<file path="config.mk">
export PLATFORM = sky130hd
export DESIGN_NAME = dmi_ctrl
export DESIGN_NICKNAME = d
export VERILOG_FILES = /design/src/dmi_pkg.sv /design/src/dmi_ctrl.sv /design/src/dmi_wait_cnt.sv
export SDC_FILE = /design/constraint.sdc
export NUM_CORES = 1
export LEC_CHECK = 0
export BUFFER_PORTS_ARGS = -buffer_cell sky130_fd_sc_hd__buf_4
export CAP_MARGIN = 20
export CORE_MARGIN = 5
export CORE_UTILIZATION = 30
export DETAILED_ROUTE_END_ITERATION = 8
export GPL_TIMING_DRIVEN = 0
export PLACE_DENSITY_LB_ADDON = 0.2
export REMOVE_ABC_BUFFERS = 1
export SLEW_MARGIN = 20
export SYNTH_ARGS = -nofsm -noshare
export SYNTH_HDL_FRONTEND = slang
export SYNTH_SLANG_ARGS = --single-unit
</file>
<file path="constraint.sdc">
create_clock -name mclk -period 6.2 [get_ports mclk]
set_clock_uncertainty 0.1 [all_clocks]
set_input_delay 0.31 -clock mclk [delete_from_list [all_inputs] [get_ports mclk]]
set_output_delay 0.31 -clock mclk [all_outputs]
set_load 0.05 [all_outputs]
</file>
<file path="src/dmi_pkg.sv">
// shared constants for the ddr3 init and mode register sequencer
package dmi_pkg;
    localparam int DMI_CLK_NS = 40;
    localparam int DMI_ADDR_W = 15;
    localparam int DMI_BA_W = 3;
    // times in their own units
    localparam int DMI_RST_HOLD_NS = 200000;
    localparam int DMI_RST_STABLE_NS = 100;
    localparam int DMI_CKE_LOW_NS = 10;
    localparam int DMI_CKE_WAIT_US = 500;
    localparam int DMI_CLK_STAB_NS = 10;
    localparam int DMI_CLK_STAB_TCK = 5;
    localparam int DMI_XPR_TCK = 5;
    // derived cycle counts, least times round up
    localparam int DMI_RST_HOLD_CYC = (DMI_RST_HOLD_NS + DMI_CLK_NS - 1) / DMI_CLK_NS;
    localparam int DMI_RST_STABLE_CYC = (DMI_RST_STABLE_NS + DMI_CLK_NS - 1) / DMI_CLK_NS;
    localparam int DMI_CKE_WAIT_CYC = (DMI_CKE_WAIT_US * 1000 + DMI_CLK_NS - 1) / DMI_CLK_NS;
    localparam int DMI_CLK_STAB_CYC = ((DMI_CLK_STAB_NS + DMI_CLK_NS - 1) / DMI_CLK_NS > DMI_CLK_STAB_TCK) ?
        (DMI_CLK_STAB_NS + DMI_CLK_NS - 1) / DMI_CLK_NS : DMI_CLK_STAB_TCK;
    // bank selects of the four mode registers
    localparam logic [2:0] DMI_BA_MR0 = 3'h0;
    localparam logic [2:0] DMI_BA_MR1 = 3'h1;
    localparam logic [2:0] DMI_BA_MR2 = 3'h2;
    localparam logic [2:0] DMI_BA_MR3 = 3'h3;
    localparam int DMI_MR1_DLL_DIS_BIT = 0;
    localparam int DMI_MR0_DLL_RST_BIT = 8;
    localparam int DMI_MR0_BT_BIT = 3;
    localparam int DMI_BC_OTF_BIT = 12;
    localparam logic [1:0] DMI_BL_FIXED8 = 2'h0;
    localparam logic [1:0] DMI_BL_OTF = 2'h1;
    localparam logic [1:0] DMI_BL_FIXED4 = 2'h2;
    // command encodings {cs_n, ras_n, cas_n, we_n}
    localparam logic [3:0] DMI_CMD_NOP = 4'h7;
    localparam logic [3:0] DMI_CMD_DES = 4'h8;
    localparam logic [3:0] DMI_CMD_MRS = 4'h0;
    localparam logic [3:0] DMI_CMD_ZQCL = 4'h6;
    localparam logic [DMI_ADDR_W-1:0] DMI_ZQCL_ADDR = 15'h0400;
    typedef enum logic [3:0] {
        DMI_S_RST, DMI_S_CKEWAIT, DMI_S_CLKSTAB, DMI_S_XPR, DMI_S_MRS, DMI_S_MRGAP,
        DMI_S_ZQ, DMI_S_DLLZQ, DMI_S_READY, DMI_S_USRMRS, DMI_S_USRMOD
    } dmi_state_t;
endpackage

</file>
<file path="src/dmi_ctrl.sv">
// ddr3 reset, initialisation and mode register set sequencer (controller side)
// Function
// RULE1 - device keeps its termination off in reset and until cke registered high
// RULE2 - odt held static low from before cke high until dllk and zqinit expire
// RULE3 - wait txpr, max of txs and 5 clocks, after cke high before first mrs
// RULE4 - init loads mr2, mr3, mr1 dll on, then mr0 with dll reset
// RULE5 - bank address selects mr0..mr3 as 000, 001, 010, 011
// RULE6 - a0 low in mr1 enables dll; a8 high in mr0 resets dll
// RULE7 - after loads issue zq long calibration, then wait dllk and zqinit
// RULE8 - only nop or deselect between init mrs commands and zq calibration
// RULE9 - stable power reset: reset at least 100 ns, cke low 10 ns before release
// RULE10 - all four mode registers written before relying on them
// RULE11 - every mrs presents the full register value on all address bits
// RULE12 - mrs and dll reset leave the array contents unchanged
// RULE13 - consecutive mrs commands spaced by at least tmrd
// RULE14 - after mrs wait tmod before any non mrs, nop or deselect command
// RULE15 - runtime mrs only when idle: banks precharged, bursts done, cke high
// RULE16 - with rtt_nom on, odt low before mrs and until tmod expires
// RULE17 - mrs is cs, ras, cas, we all low; mr0 also needs bank bits low
// RULE18 - mr0 load drives ba2, a13 and a14 to zero
// RULE19 - mr0 a3 selects sequential or interleaved burst order
// RULE20 - mr0 a0-a1 choose fixed bc4, fixed bl8, or on the fly by a12
// RULE21 - bl8 read order: sequential wraps by nibble, interleaved is i xor c
// RULE22 - bc4 read gives first four words then tristates the rest
// RULE23 - writes ignore low column bits; bc4 stores half chosen by a2
// RULE24 - t beats mean data and strobe drivers are high impedance
// RULE25 - wait 500 us after reset release before raising cke
// RULE26 - stable clock at least max of 10 ns and 5 clocks with nop before cke
// RULE27 - cke stays high from first registration until init completes
// RULE28 - symbolic timings are configurable clock cycle counts
`timescale 1ns/100ps
module dmi_ctrl
    import dmi_pkg::*;
#(
    parameter int RST_HOLD_CYC = dmi_pkg::DMI_RST_HOLD_CYC,
    parameter int CKE_WAIT_CYC = dmi_pkg::DMI_CKE_WAIT_CYC,
    parameter int T_XS = 10, // RULE28
    parameter int T_MRD = 4,
    parameter int T_MOD = 12,
    parameter int T_DLLK = 512,
    parameter int T_ZQINIT = 512,
    parameter logic [14:0] MR0_INIT = 15'h0000,
    parameter logic [14:0] MR1_INIT = 15'h0000,
    parameter logic [14:0] MR2_INIT = 15'h0000,
    parameter logic [14:0] MR3_INIT = 15'h0000
) (
    // clock and reset
    input wire logic mclk,
    input wire logic rst,
    // user side
    input wire logic usr_start,
    input wire logic usr_mrs_req,
    input wire logic [1:0] usr_mrs_sel,
    input wire logic [dmi_pkg::DMI_ADDR_W-1:0] usr_mrs_val,
    input wire logic usr_idle,
    input wire logic usr_odt,
    output logic usr_mrs_ack,
    output logic init_done,
    output logic [dmi_pkg::DMI_ADDR_W-1:0] mr0_shadow,
    // memory pins
    output logic ddr_reset_n,
    output logic ddr_cke,
    output logic ddr_odt,
    output logic ddr_cs_n,
    output logic ddr_ras_n,
    output logic ddr_cas_n,
    output logic ddr_we_n,
    output logic [dmi_pkg::DMI_BA_W-1:0] ddr_ba,
    output logic [dmi_pkg::DMI_ADDR_W-1:0] ddr_addr
);
    import dmi_pkg::*;

    localparam int CW = 24;
    localparam int XPR_CYC = (T_XS > DMI_XPR_TCK) ? T_XS : DMI_XPR_TCK;
    localparam int DLLZQ_CYC = (T_DLLK > T_ZQINIT) ? T_DLLK : T_ZQINIT;
    localparam int RST_CYC = (RST_HOLD_CYC > DMI_RST_STABLE_CYC) ? RST_HOLD_CYC : DMI_RST_STABLE_CYC;

    ////////////////////////////////////////////////////////////////////////
    dmi_state_t state_reg, state_next;
    logic [1:0] mr_idx_reg, mr_idx_next;
    logic [3:0] cmd_reg, cmd_next;
    logic [2:0] ba_reg, ba_next;
    logic [14:0] addr_reg, addr_next;
    logic [14:0] mr0_reg, mr0_next;
    logic reset_n_reg, reset_n_next;
    logic cke_reg, cke_next;
    logic odt_reg, odt_next;
    logic ack_reg, ack_next;
    logic done_reg, done_next;
    logic ld;
    logic [CW-1:0] ld_val;
    logic tmr_done;
    logic first_reg;

    dmi_wait_cnt #(.W(CW)) u_wait (
        .mclk(mclk),
        .rst(rst),
        .load(ld),
        .count(ld_val),
        .done(tmr_done)
    );

    // init load order mr2, mr3, mr1, mr0 with its bank and value
    logic [2:0] init_ba;
    logic [14:0] init_val;
    assign init_ba = (mr_idx_reg == 2'h0) ? DMI_BA_MR2 : (mr_idx_reg == 2'h1) ? DMI_BA_MR3 : // RULE4 RULE5
                     (mr_idx_reg == 2'h2) ? DMI_BA_MR1 : DMI_BA_MR0;
    // mr1 forces dll on, mr0 forces dll reset and clears reserved bits
    logic [14:0] mr1_fix, mr0_fix, usr_fix;
    assign mr1_fix = MR1_INIT & ~(15'h0001 << DMI_MR1_DLL_DIS_BIT); // RULE6
    assign mr0_fix = (MR0_INIT & 15'h1fff) | (15'h0001 << DMI_MR0_DLL_RST_BIT); // RULE6 RULE18 RULE19 RULE20
    assign usr_fix = (usr_mrs_sel == 2'h0) ? (usr_mrs_val & 15'h1fff) : usr_mrs_val; // RULE18
    assign init_val = (mr_idx_reg == 2'h0) ? MR2_INIT : (mr_idx_reg == 2'h1) ? MR3_INIT : // RULE11
                      (mr_idx_reg == 2'h2) ? mr1_fix : mr0_fix;
    logic usr_go;
    assign usr_go = usr_mrs_req && usr_idle && !ack_reg; // RULE15

    always_comb begin
        state_next = state_reg;
        mr_idx_next = mr_idx_reg;
        cmd_next = DMI_CMD_NOP; // RULE8
        ba_next = 3'h0;
        addr_next = 15'h0000;
        mr0_next = mr0_reg;
        reset_n_next = reset_n_reg;
        cke_next = cke_reg;
        odt_next = 1'b0;
        ack_next = 1'b0;
        done_next = done_reg;
        ld = 1'b0;
        ld_val = '0;
        unique case (state_reg)
            DMI_S_RST: begin
                reset_n_next = 1'b0;
                cke_next = 1'b0; // RULE9
                done_next = 1'b0;
                if (first_reg) begin
                    ld = 1'b1; // RULE9
                    ld_val = CW'(RST_CYC);
                end else if (tmr_done && usr_start) begin
                    reset_n_next = 1'b1; // RULE9
                    ld = 1'b1;
                    ld_val = CW'(CKE_WAIT_CYC);
                    state_next = DMI_S_CKEWAIT;
                end
            end
            DMI_S_CKEWAIT: begin
                if (tmr_done) begin // RULE25
                    ld = 1'b1;
                    ld_val = CW'(DMI_CLK_STAB_CYC);
                    state_next = DMI_S_CLKSTAB;
                end
            end
            DMI_S_CLKSTAB: begin
                if (tmr_done) begin // RULE26
                    cke_next = 1'b1;
                    ld = 1'b1;
                    ld_val = CW'(XPR_CYC);
                    state_next = DMI_S_XPR;
                end
            end
            DMI_S_XPR: begin
                if (tmr_done) begin // RULE3
                    mr_idx_next = 2'h0;
                    state_next = DMI_S_MRS;
                end
            end
            DMI_S_MRS: begin
                cmd_next = DMI_CMD_MRS; // RULE17
                ba_next = init_ba;
                addr_next = init_val;
                if (mr_idx_reg == 2'h3) begin
                    mr0_next = init_val;
                end
                ld = 1'b1;
                ld_val = (mr_idx_reg == 2'h3) ? CW'(T_MOD) : CW'(T_MRD); // RULE13 RULE14
                state_next = DMI_S_MRGAP;
            end
            DMI_S_MRGAP: begin
                if (tmr_done) begin
                    mr_idx_next = mr_idx_reg + 2'h1;
                    state_next = (mr_idx_reg == 2'h3) ? DMI_S_ZQ : DMI_S_MRS; // RULE10
                end
            end
            DMI_S_ZQ: begin
                cmd_next = DMI_CMD_ZQCL; // RULE7
                addr_next = DMI_ZQCL_ADDR;
                ld = 1'b1;
                ld_val = CW'(DLLZQ_CYC);
                state_next = DMI_S_DLLZQ;
            end
            DMI_S_DLLZQ: begin
                if (tmr_done) begin // RULE7 RULE27
                    done_next = 1'b1;
                    state_next = DMI_S_READY;
                end
            end
            DMI_S_READY: begin
                odt_next = usr_odt;
                if (usr_go) begin
                    odt_next = 1'b0; // RULE16
                    state_next = DMI_S_USRMRS;
                end
            end
            DMI_S_USRMRS: begin
                cmd_next = DMI_CMD_MRS; // RULE17
                ba_next = {1'b0, usr_mrs_sel}; // RULE5
                addr_next = usr_fix; // RULE11
                if (usr_mrs_sel == 2'h0) begin
                    mr0_next = usr_fix;
                end
                ld = 1'b1;
                ld_val = CW'(T_MOD);
                state_next = DMI_S_USRMOD;
            end
            DMI_S_USRMOD: begin
                if (tmr_done) begin // RULE14 RULE16
                    ack_next = 1'b1;
                    state_next = DMI_S_READY;
                end
            end
            default: begin
                state_next = DMI_S_RST;
            end
        endcase
    end

    ////////////////////////////////////////////////////////////////////////
    always_ff @(posedge mclk) begin
        if (rst) begin
            state_reg <= DMI_S_RST;
            mr_idx_reg <= 2'h0;
            cmd_reg <= DMI_CMD_NOP;
            ba_reg <= 3'h0;
            addr_reg <= 15'h0000;
            mr0_reg <= 15'h0000;
            reset_n_reg <= 1'b0;
            cke_reg <= 1'b0;
            odt_reg <= 1'b0;
            ack_reg <= 1'b0;
            done_reg <= 1'b0;
        end else begin
            state_reg <= state_next;
            mr_idx_reg <= mr_idx_next;
            cmd_reg <= cmd_next;
            ba_reg <= ba_next;
            addr_reg <= addr_next;
            mr0_reg <= mr0_next;
            reset_n_reg <= reset_n_next;
            cke_reg <= cke_next;
            odt_reg <= odt_next;
            ack_reg <= ack_next;
            done_reg <= done_next;
        end
    end

    // reset hold starts at reset: counter loads on the first cycle
    always_ff @(posedge mclk) begin
        if (rst) begin
            first_reg <= 1'b1;
        end else begin
            first_reg <= 1'b0;
        end
    end
    assign ddr_reset_n = reset_n_reg;
    assign ddr_cke = cke_reg;
    assign ddr_odt = odt_reg; // RULE2
    assign ddr_cs_n = cmd_reg[3];
    assign ddr_ras_n = cmd_reg[2];
    assign ddr_cas_n = cmd_reg[1];
    assign ddr_we_n = cmd_reg[0];
    assign ddr_ba = ba_reg;
    assign ddr_addr = addr_reg;
    assign usr_mrs_ack = ack_reg;
    assign init_done = done_reg;
    assign mr0_shadow = mr0_reg;

    ////////////////////////////////////////////////////////////////////////
    // rst hold counter: separate check of reset length
    logic [CW-1:0] rlow_cnt;
    always_ff @(posedge mclk) begin
        if (rst || reset_n_reg) begin
            rlow_cnt <= '0;
        end else if (rlow_cnt != '1) begin
            rlow_cnt <= rlow_cnt + CW'(1);
        end
    end

    a_rst_len: assert property (@(posedge mclk) disable iff (rst) // RULE9
        $rose(reset_n_reg) |-> rlow_cnt >= CW'(DMI_RST_STABLE_CYC - 1))
        else $error("reset released too early");
    a_cke_low_rel: assert property (@(posedge mclk) disable iff (rst) // RULE9
        $rose(reset_n_reg) |-> !cke_reg ##1 !cke_reg)
        else $error("cke not low around reset release");
    a_cke_stay: assert property (@(posedge mclk) disable iff (rst) // RULE27
        cke_reg && !done_reg && state_reg != DMI_S_RST |=> cke_reg)
        else $error("cke dropped during init");
    a_odt_init: assert property (@(posedge mclk) disable iff (rst) // RULE2
        !done_reg |-> !odt_reg)
        else $error("odt moved during init");
    a_mrs_space: assert property (@(posedge mclk) disable iff (rst) // RULE13
        cmd_reg == DMI_CMD_MRS |=> cmd_reg != DMI_CMD_MRS [*3])
        else $error("mrs spacing too short");
    a_mod_wait: assert property (@(posedge mclk) disable iff (rst) // RULE14
        cmd_reg == DMI_CMD_MRS |=> (cmd_reg == DMI_CMD_NOP || cmd_reg == DMI_CMD_MRS) [*8])
        else $error("command inside tmod");
    a_mr0_resv: assert property (@(posedge mclk) disable iff (rst) // RULE18
        cmd_reg == DMI_CMD_MRS && ba_reg[1:0] == 2'h0 |-> ba_reg[2] == 1'b0 && addr_reg[14:13] == 2'h0)
        else $error("mr0 reserved bits set");
    a_dll_bits: assert property (@(posedge mclk) disable iff (rst) // RULE6
        cmd_reg == DMI_CMD_MRS && !done_reg && ba_reg == DMI_BA_MR1 |-> !addr_reg[DMI_MR1_DLL_DIS_BIT])
        else $error("dll not enabled in mr1");
    a_zq_after: assert property (@(posedge mclk) disable iff (rst) // RULE7
        cmd_reg == DMI_CMD_ZQCL |-> ##1 !done_reg [*8])
        else $error("ready too soon after zq");
    a_xpr_wait: assert property (@(posedge mclk) disable iff (rst) // RULE3
        $rose(cke_reg) |-> (cmd_reg != DMI_CMD_MRS) [*5])
        else $error("mrs inside txpr");
    c_init: cover property (@(posedge mclk) $rose(done_reg));
    c_usr_mrs: cover property (@(posedge mclk) ack_reg);
    c_zq: cover property (@(posedge mclk) cmd_reg == DMI_CMD_ZQCL);
endmodule // dmi_ctrl

</file>
<file path="src/dmi_wait_cnt.sv">
// down counter that times one wait of the sequencer
`timescale 1ns/100ps
module dmi_wait_cnt #(
    parameter int W = 24
) (
    // clock and reset
    input wire logic mclk,
    input wire logic rst,
    // load and status
    input wire logic load,
    input wire logic [W-1:0] count,
    output logic done
);
    logic [W-1:0] cnt_reg;
    logic [W-1:0] cnt_next;
    assign cnt_next = load ? count : ((cnt_reg != '0) ? cnt_reg - W'(1) : cnt_reg);
    // status depends on the register only, so the caller may load on done without a loop
    assign done = (cnt_reg == '0);
    always_ff @(posedge mclk) begin
        if (rst) begin
            cnt_reg <= '0;
        end else begin
            cnt_reg <= cnt_next;
        end
    end
endmodule // dmi_wait_cnt

</file>
==> impl_metrics.ini <==
[pwr]
power.net_switching_mw = 0.709
totalPowerFinal_mw = 1.68
share_seq_of_total_power_pct = 35.7
power_frac_clock_pct = 22.3
cellInternalPower_mw = 0.967
power.share.combinational_pct = 41.9
power_switching_share_pct = 42.3
power_density_over_the_cells_mw_per_mm2 = 420
vdd_ir_drop_max_uv = 297
leakagePower_nw = 1.58

[die]
floorplan.io_pins = 65
floorplan.die_area_mm2 = 0.0132
die_w_um = 115
standard_cell_core_area_mm2 = 0.0108
floorplan.die.height_um = 115
initial_core_util_pct = 30.6
rows = 38

[outcome]
status = finished, final reports clean

[global_routing]
globalRouteOverflowTotal = 0
grt_antenna_before_repair = 0
grt_pass1_wl_um = 13600
grt_pass1_vias = 2648
gr-usage-all-layers_pct = 12.8
grt_start_max_net_pins = 44

[place]
dpl.hpwl_um = 5700
place_worst_setup_slack_ns = 3.44
portBuffers = 62
place.gp.congestion = 0.776

[synthesis]
synthesis.yosys.warnings = 0
postSynthRegisterBits = 70
post_synth.cell_area_avg_um2 = 8.65
synth_seq_area_share_pct = 42.4
async_flop_share_pct = 0
ys_dominant_reg_cell = dfxtp_1
synthesis.instances = 382
synth_enable_flop_cells = 0
synth_cell_types = 62
syn-cell-area_mm2 = 0.00330

[route]
average_wire_length_per_cell_after_detail_routing_um = 14.2
via_to_cell_ratio = 4.82
drt_drc_violations_left = 0
initialDrtViolationCount = 198
drt_pre_antenna_iters = 4
totalWireLength_um = 8190
via_count = 2783
antenna_violating_nets_left = 0

[run]
timing.max_cap.violations = 0

[worst_setup_path]
critical-path-top-delay-family = compound AO/OA/AOI/OAI gates
critical_path.max_fanout = 27
critical_path.startpoint_type = flip-flop
crit_chain = and4bb_2 > o21ai_1 > a21oi_2 > nand3_1 > a21oi_1
critPathKind = reg2reg
path_buf_inv = 0
timing.critical_path.slowest_cell_delay_ns = 0.74
worstSetupEndpointType = flip-flop
critical_path.slowest_cell = dfxtp_1
crit_arrival_ns = 2.93
worstPathRequired_ns = 6.38

[clock_tree]
cts_resized = 0
clkSlewWorstSetupHoldPaths_ns = 0.08
tritoncts = yes
clk-insertion-delay-late_ns = 0.35
clock_path_buffers = 2
cts_htree_levels = 3
clock-sinks = 70
cts.root.buffer_cell = clkbuf_8
postCtsSetupBuffers = 0
cts_hold_repair.buffers = 0
cts_inserted_buffers = 9

[sta]
timing.hold.ws_ns = 0.0672
final.setup.worst_slack_ns = 3.45
clock_period_minus_worst_slack_ns = 2.75
rsz_0062_raised_after_global_routing = false
timing.final.max_slew_violations = 0
final-setup-viol-count = 0
finalCritPeriodShare_pct = 44.4
max_slew_margin_pct = 36.4
setup-tns-final_ns = 0
hold_viol_final = 0
fmax_ghz = 0.363
worst-slew-pin-transition_ns = 0.954

[finish]
layout.filler_cells = 1111
final_cell_mix = dfxtp_1, buf_4, nor2_1
layout.nets = 460
largest_register_ff_count = 24
syn_to_final_growth_pct = 20.9
diodes = 0
layout.cells.most_common = dfxtp_1
final_layout_size_suffix_gt1_share_pct = 22.0

[min_path]
holdCritPathClass = in2reg
==> power groups by stage <==
stage	clock network [mW]	registers [mW]	logic [mW]
after detailed placement	0	0.607	0.701
after floorplan	0	0.591	0.546
after global routing	0.411	0.610	0.796
after CTS	0.391	0.597	0.707
after global placement	0	0.607	0.702
final	0.374	0.599	0.703
==> final timing paths <==
kind         cells after the start       startpoint             to  slack, ns
max                              5     state_reg[3]  mr0_shadow[9]       3.45
min                              2  usr_mrs_val[11]   ddr_addr[11]       0.07
max reg2reg                      5     state_reg[3]  mr0_shadow[9]       3.45
min reg2reg                      2      ddr_reset_n    ddr_reset_n       0.36
==> final cells by class <==
class	instances	area, um^2	area share, %
sequential	70	1400	35.1
timing repair buffer	62	465	11.7
inverter	10	37.5	0.940
clock inverter	7	72.6	1.82
clock buffer	9	124	3.10
tap	140	175	4.39
multi-input combinational	279	1720	43.0
==> metal layers <==
metal	up-vias	wire, um	track usage, %
met3	7	596	3.37
li1	1427	-	-
met4	0	89	3.76
met1	1271	3920	17.3
met2	78	3590	20.1
met5	-	0	0
==> synth_stat cells (all sizes together) (2+ instances only) <==
cell / count / share of area (%)
dfxtp: 70 / 42
nor2: 46 / 5.4
a21oi: 32 / 5.1
nand2: 28 / 3.2
buf: 18 / 3.9
nand3: 18 / 2.9
nand2b: 17 / 3.3
nor3: 15 / 2.3
and2: 13 / 2.5
xor2: 13 / 3.4
nor4: 11 / 2.9
inv: 10 / 1.1
xnor2: 9 / 2.4
o21ai: 8 / 1.2
clkbuf: 6 / 0.68
a22oi: 5 / 1.1
ha: 5 / 1.9
nand4: 5 / 1.4
o31ai: 5 / 1.3
or3: 5 / 0.95
and3: 4 / 0.76
a2111oi: 3 / 1.2
a211o: 3 / 0.80
nor2b: 3 / 0.57
nor3b: 3 / 0.68
a21o: 2 / 0.45
a31oi: 2 / 0.38
and4b: 2 / 0.61
o21a: 2 / 0.45
o21bai: 2 / 0.45
==> through the flow <==
stage	instance area [um^2]	utilization, %	std cells
2_1_floorplan	3160	-	359
6_report	3990	37.0	577
3_3_place_gp	3800	35.2	561
5_1_grt	3990	37.0	577
3_5_place_dp	3800	35.2	561
4_1_cts	3990	37.0	577
==> cell families (layout without fill, tap and decap cells) <==
family	after synthesis	count (layout)	synth area share (%)
adder cells (fa/ha/maj)	5	5	1.89
XOR/XNOR	22	22	5.83
other	1	2	0.114
AND/OR/NAND/NOR	176	176	29.0
flip-flops	70	70	42.4
AO/OA/AOI/OAI	73	73	14.7
buffers and inverters	34	88	5.72
multiplexers	1	1	0.303
No activity file was read; power rests on OpenSTA's default activity.
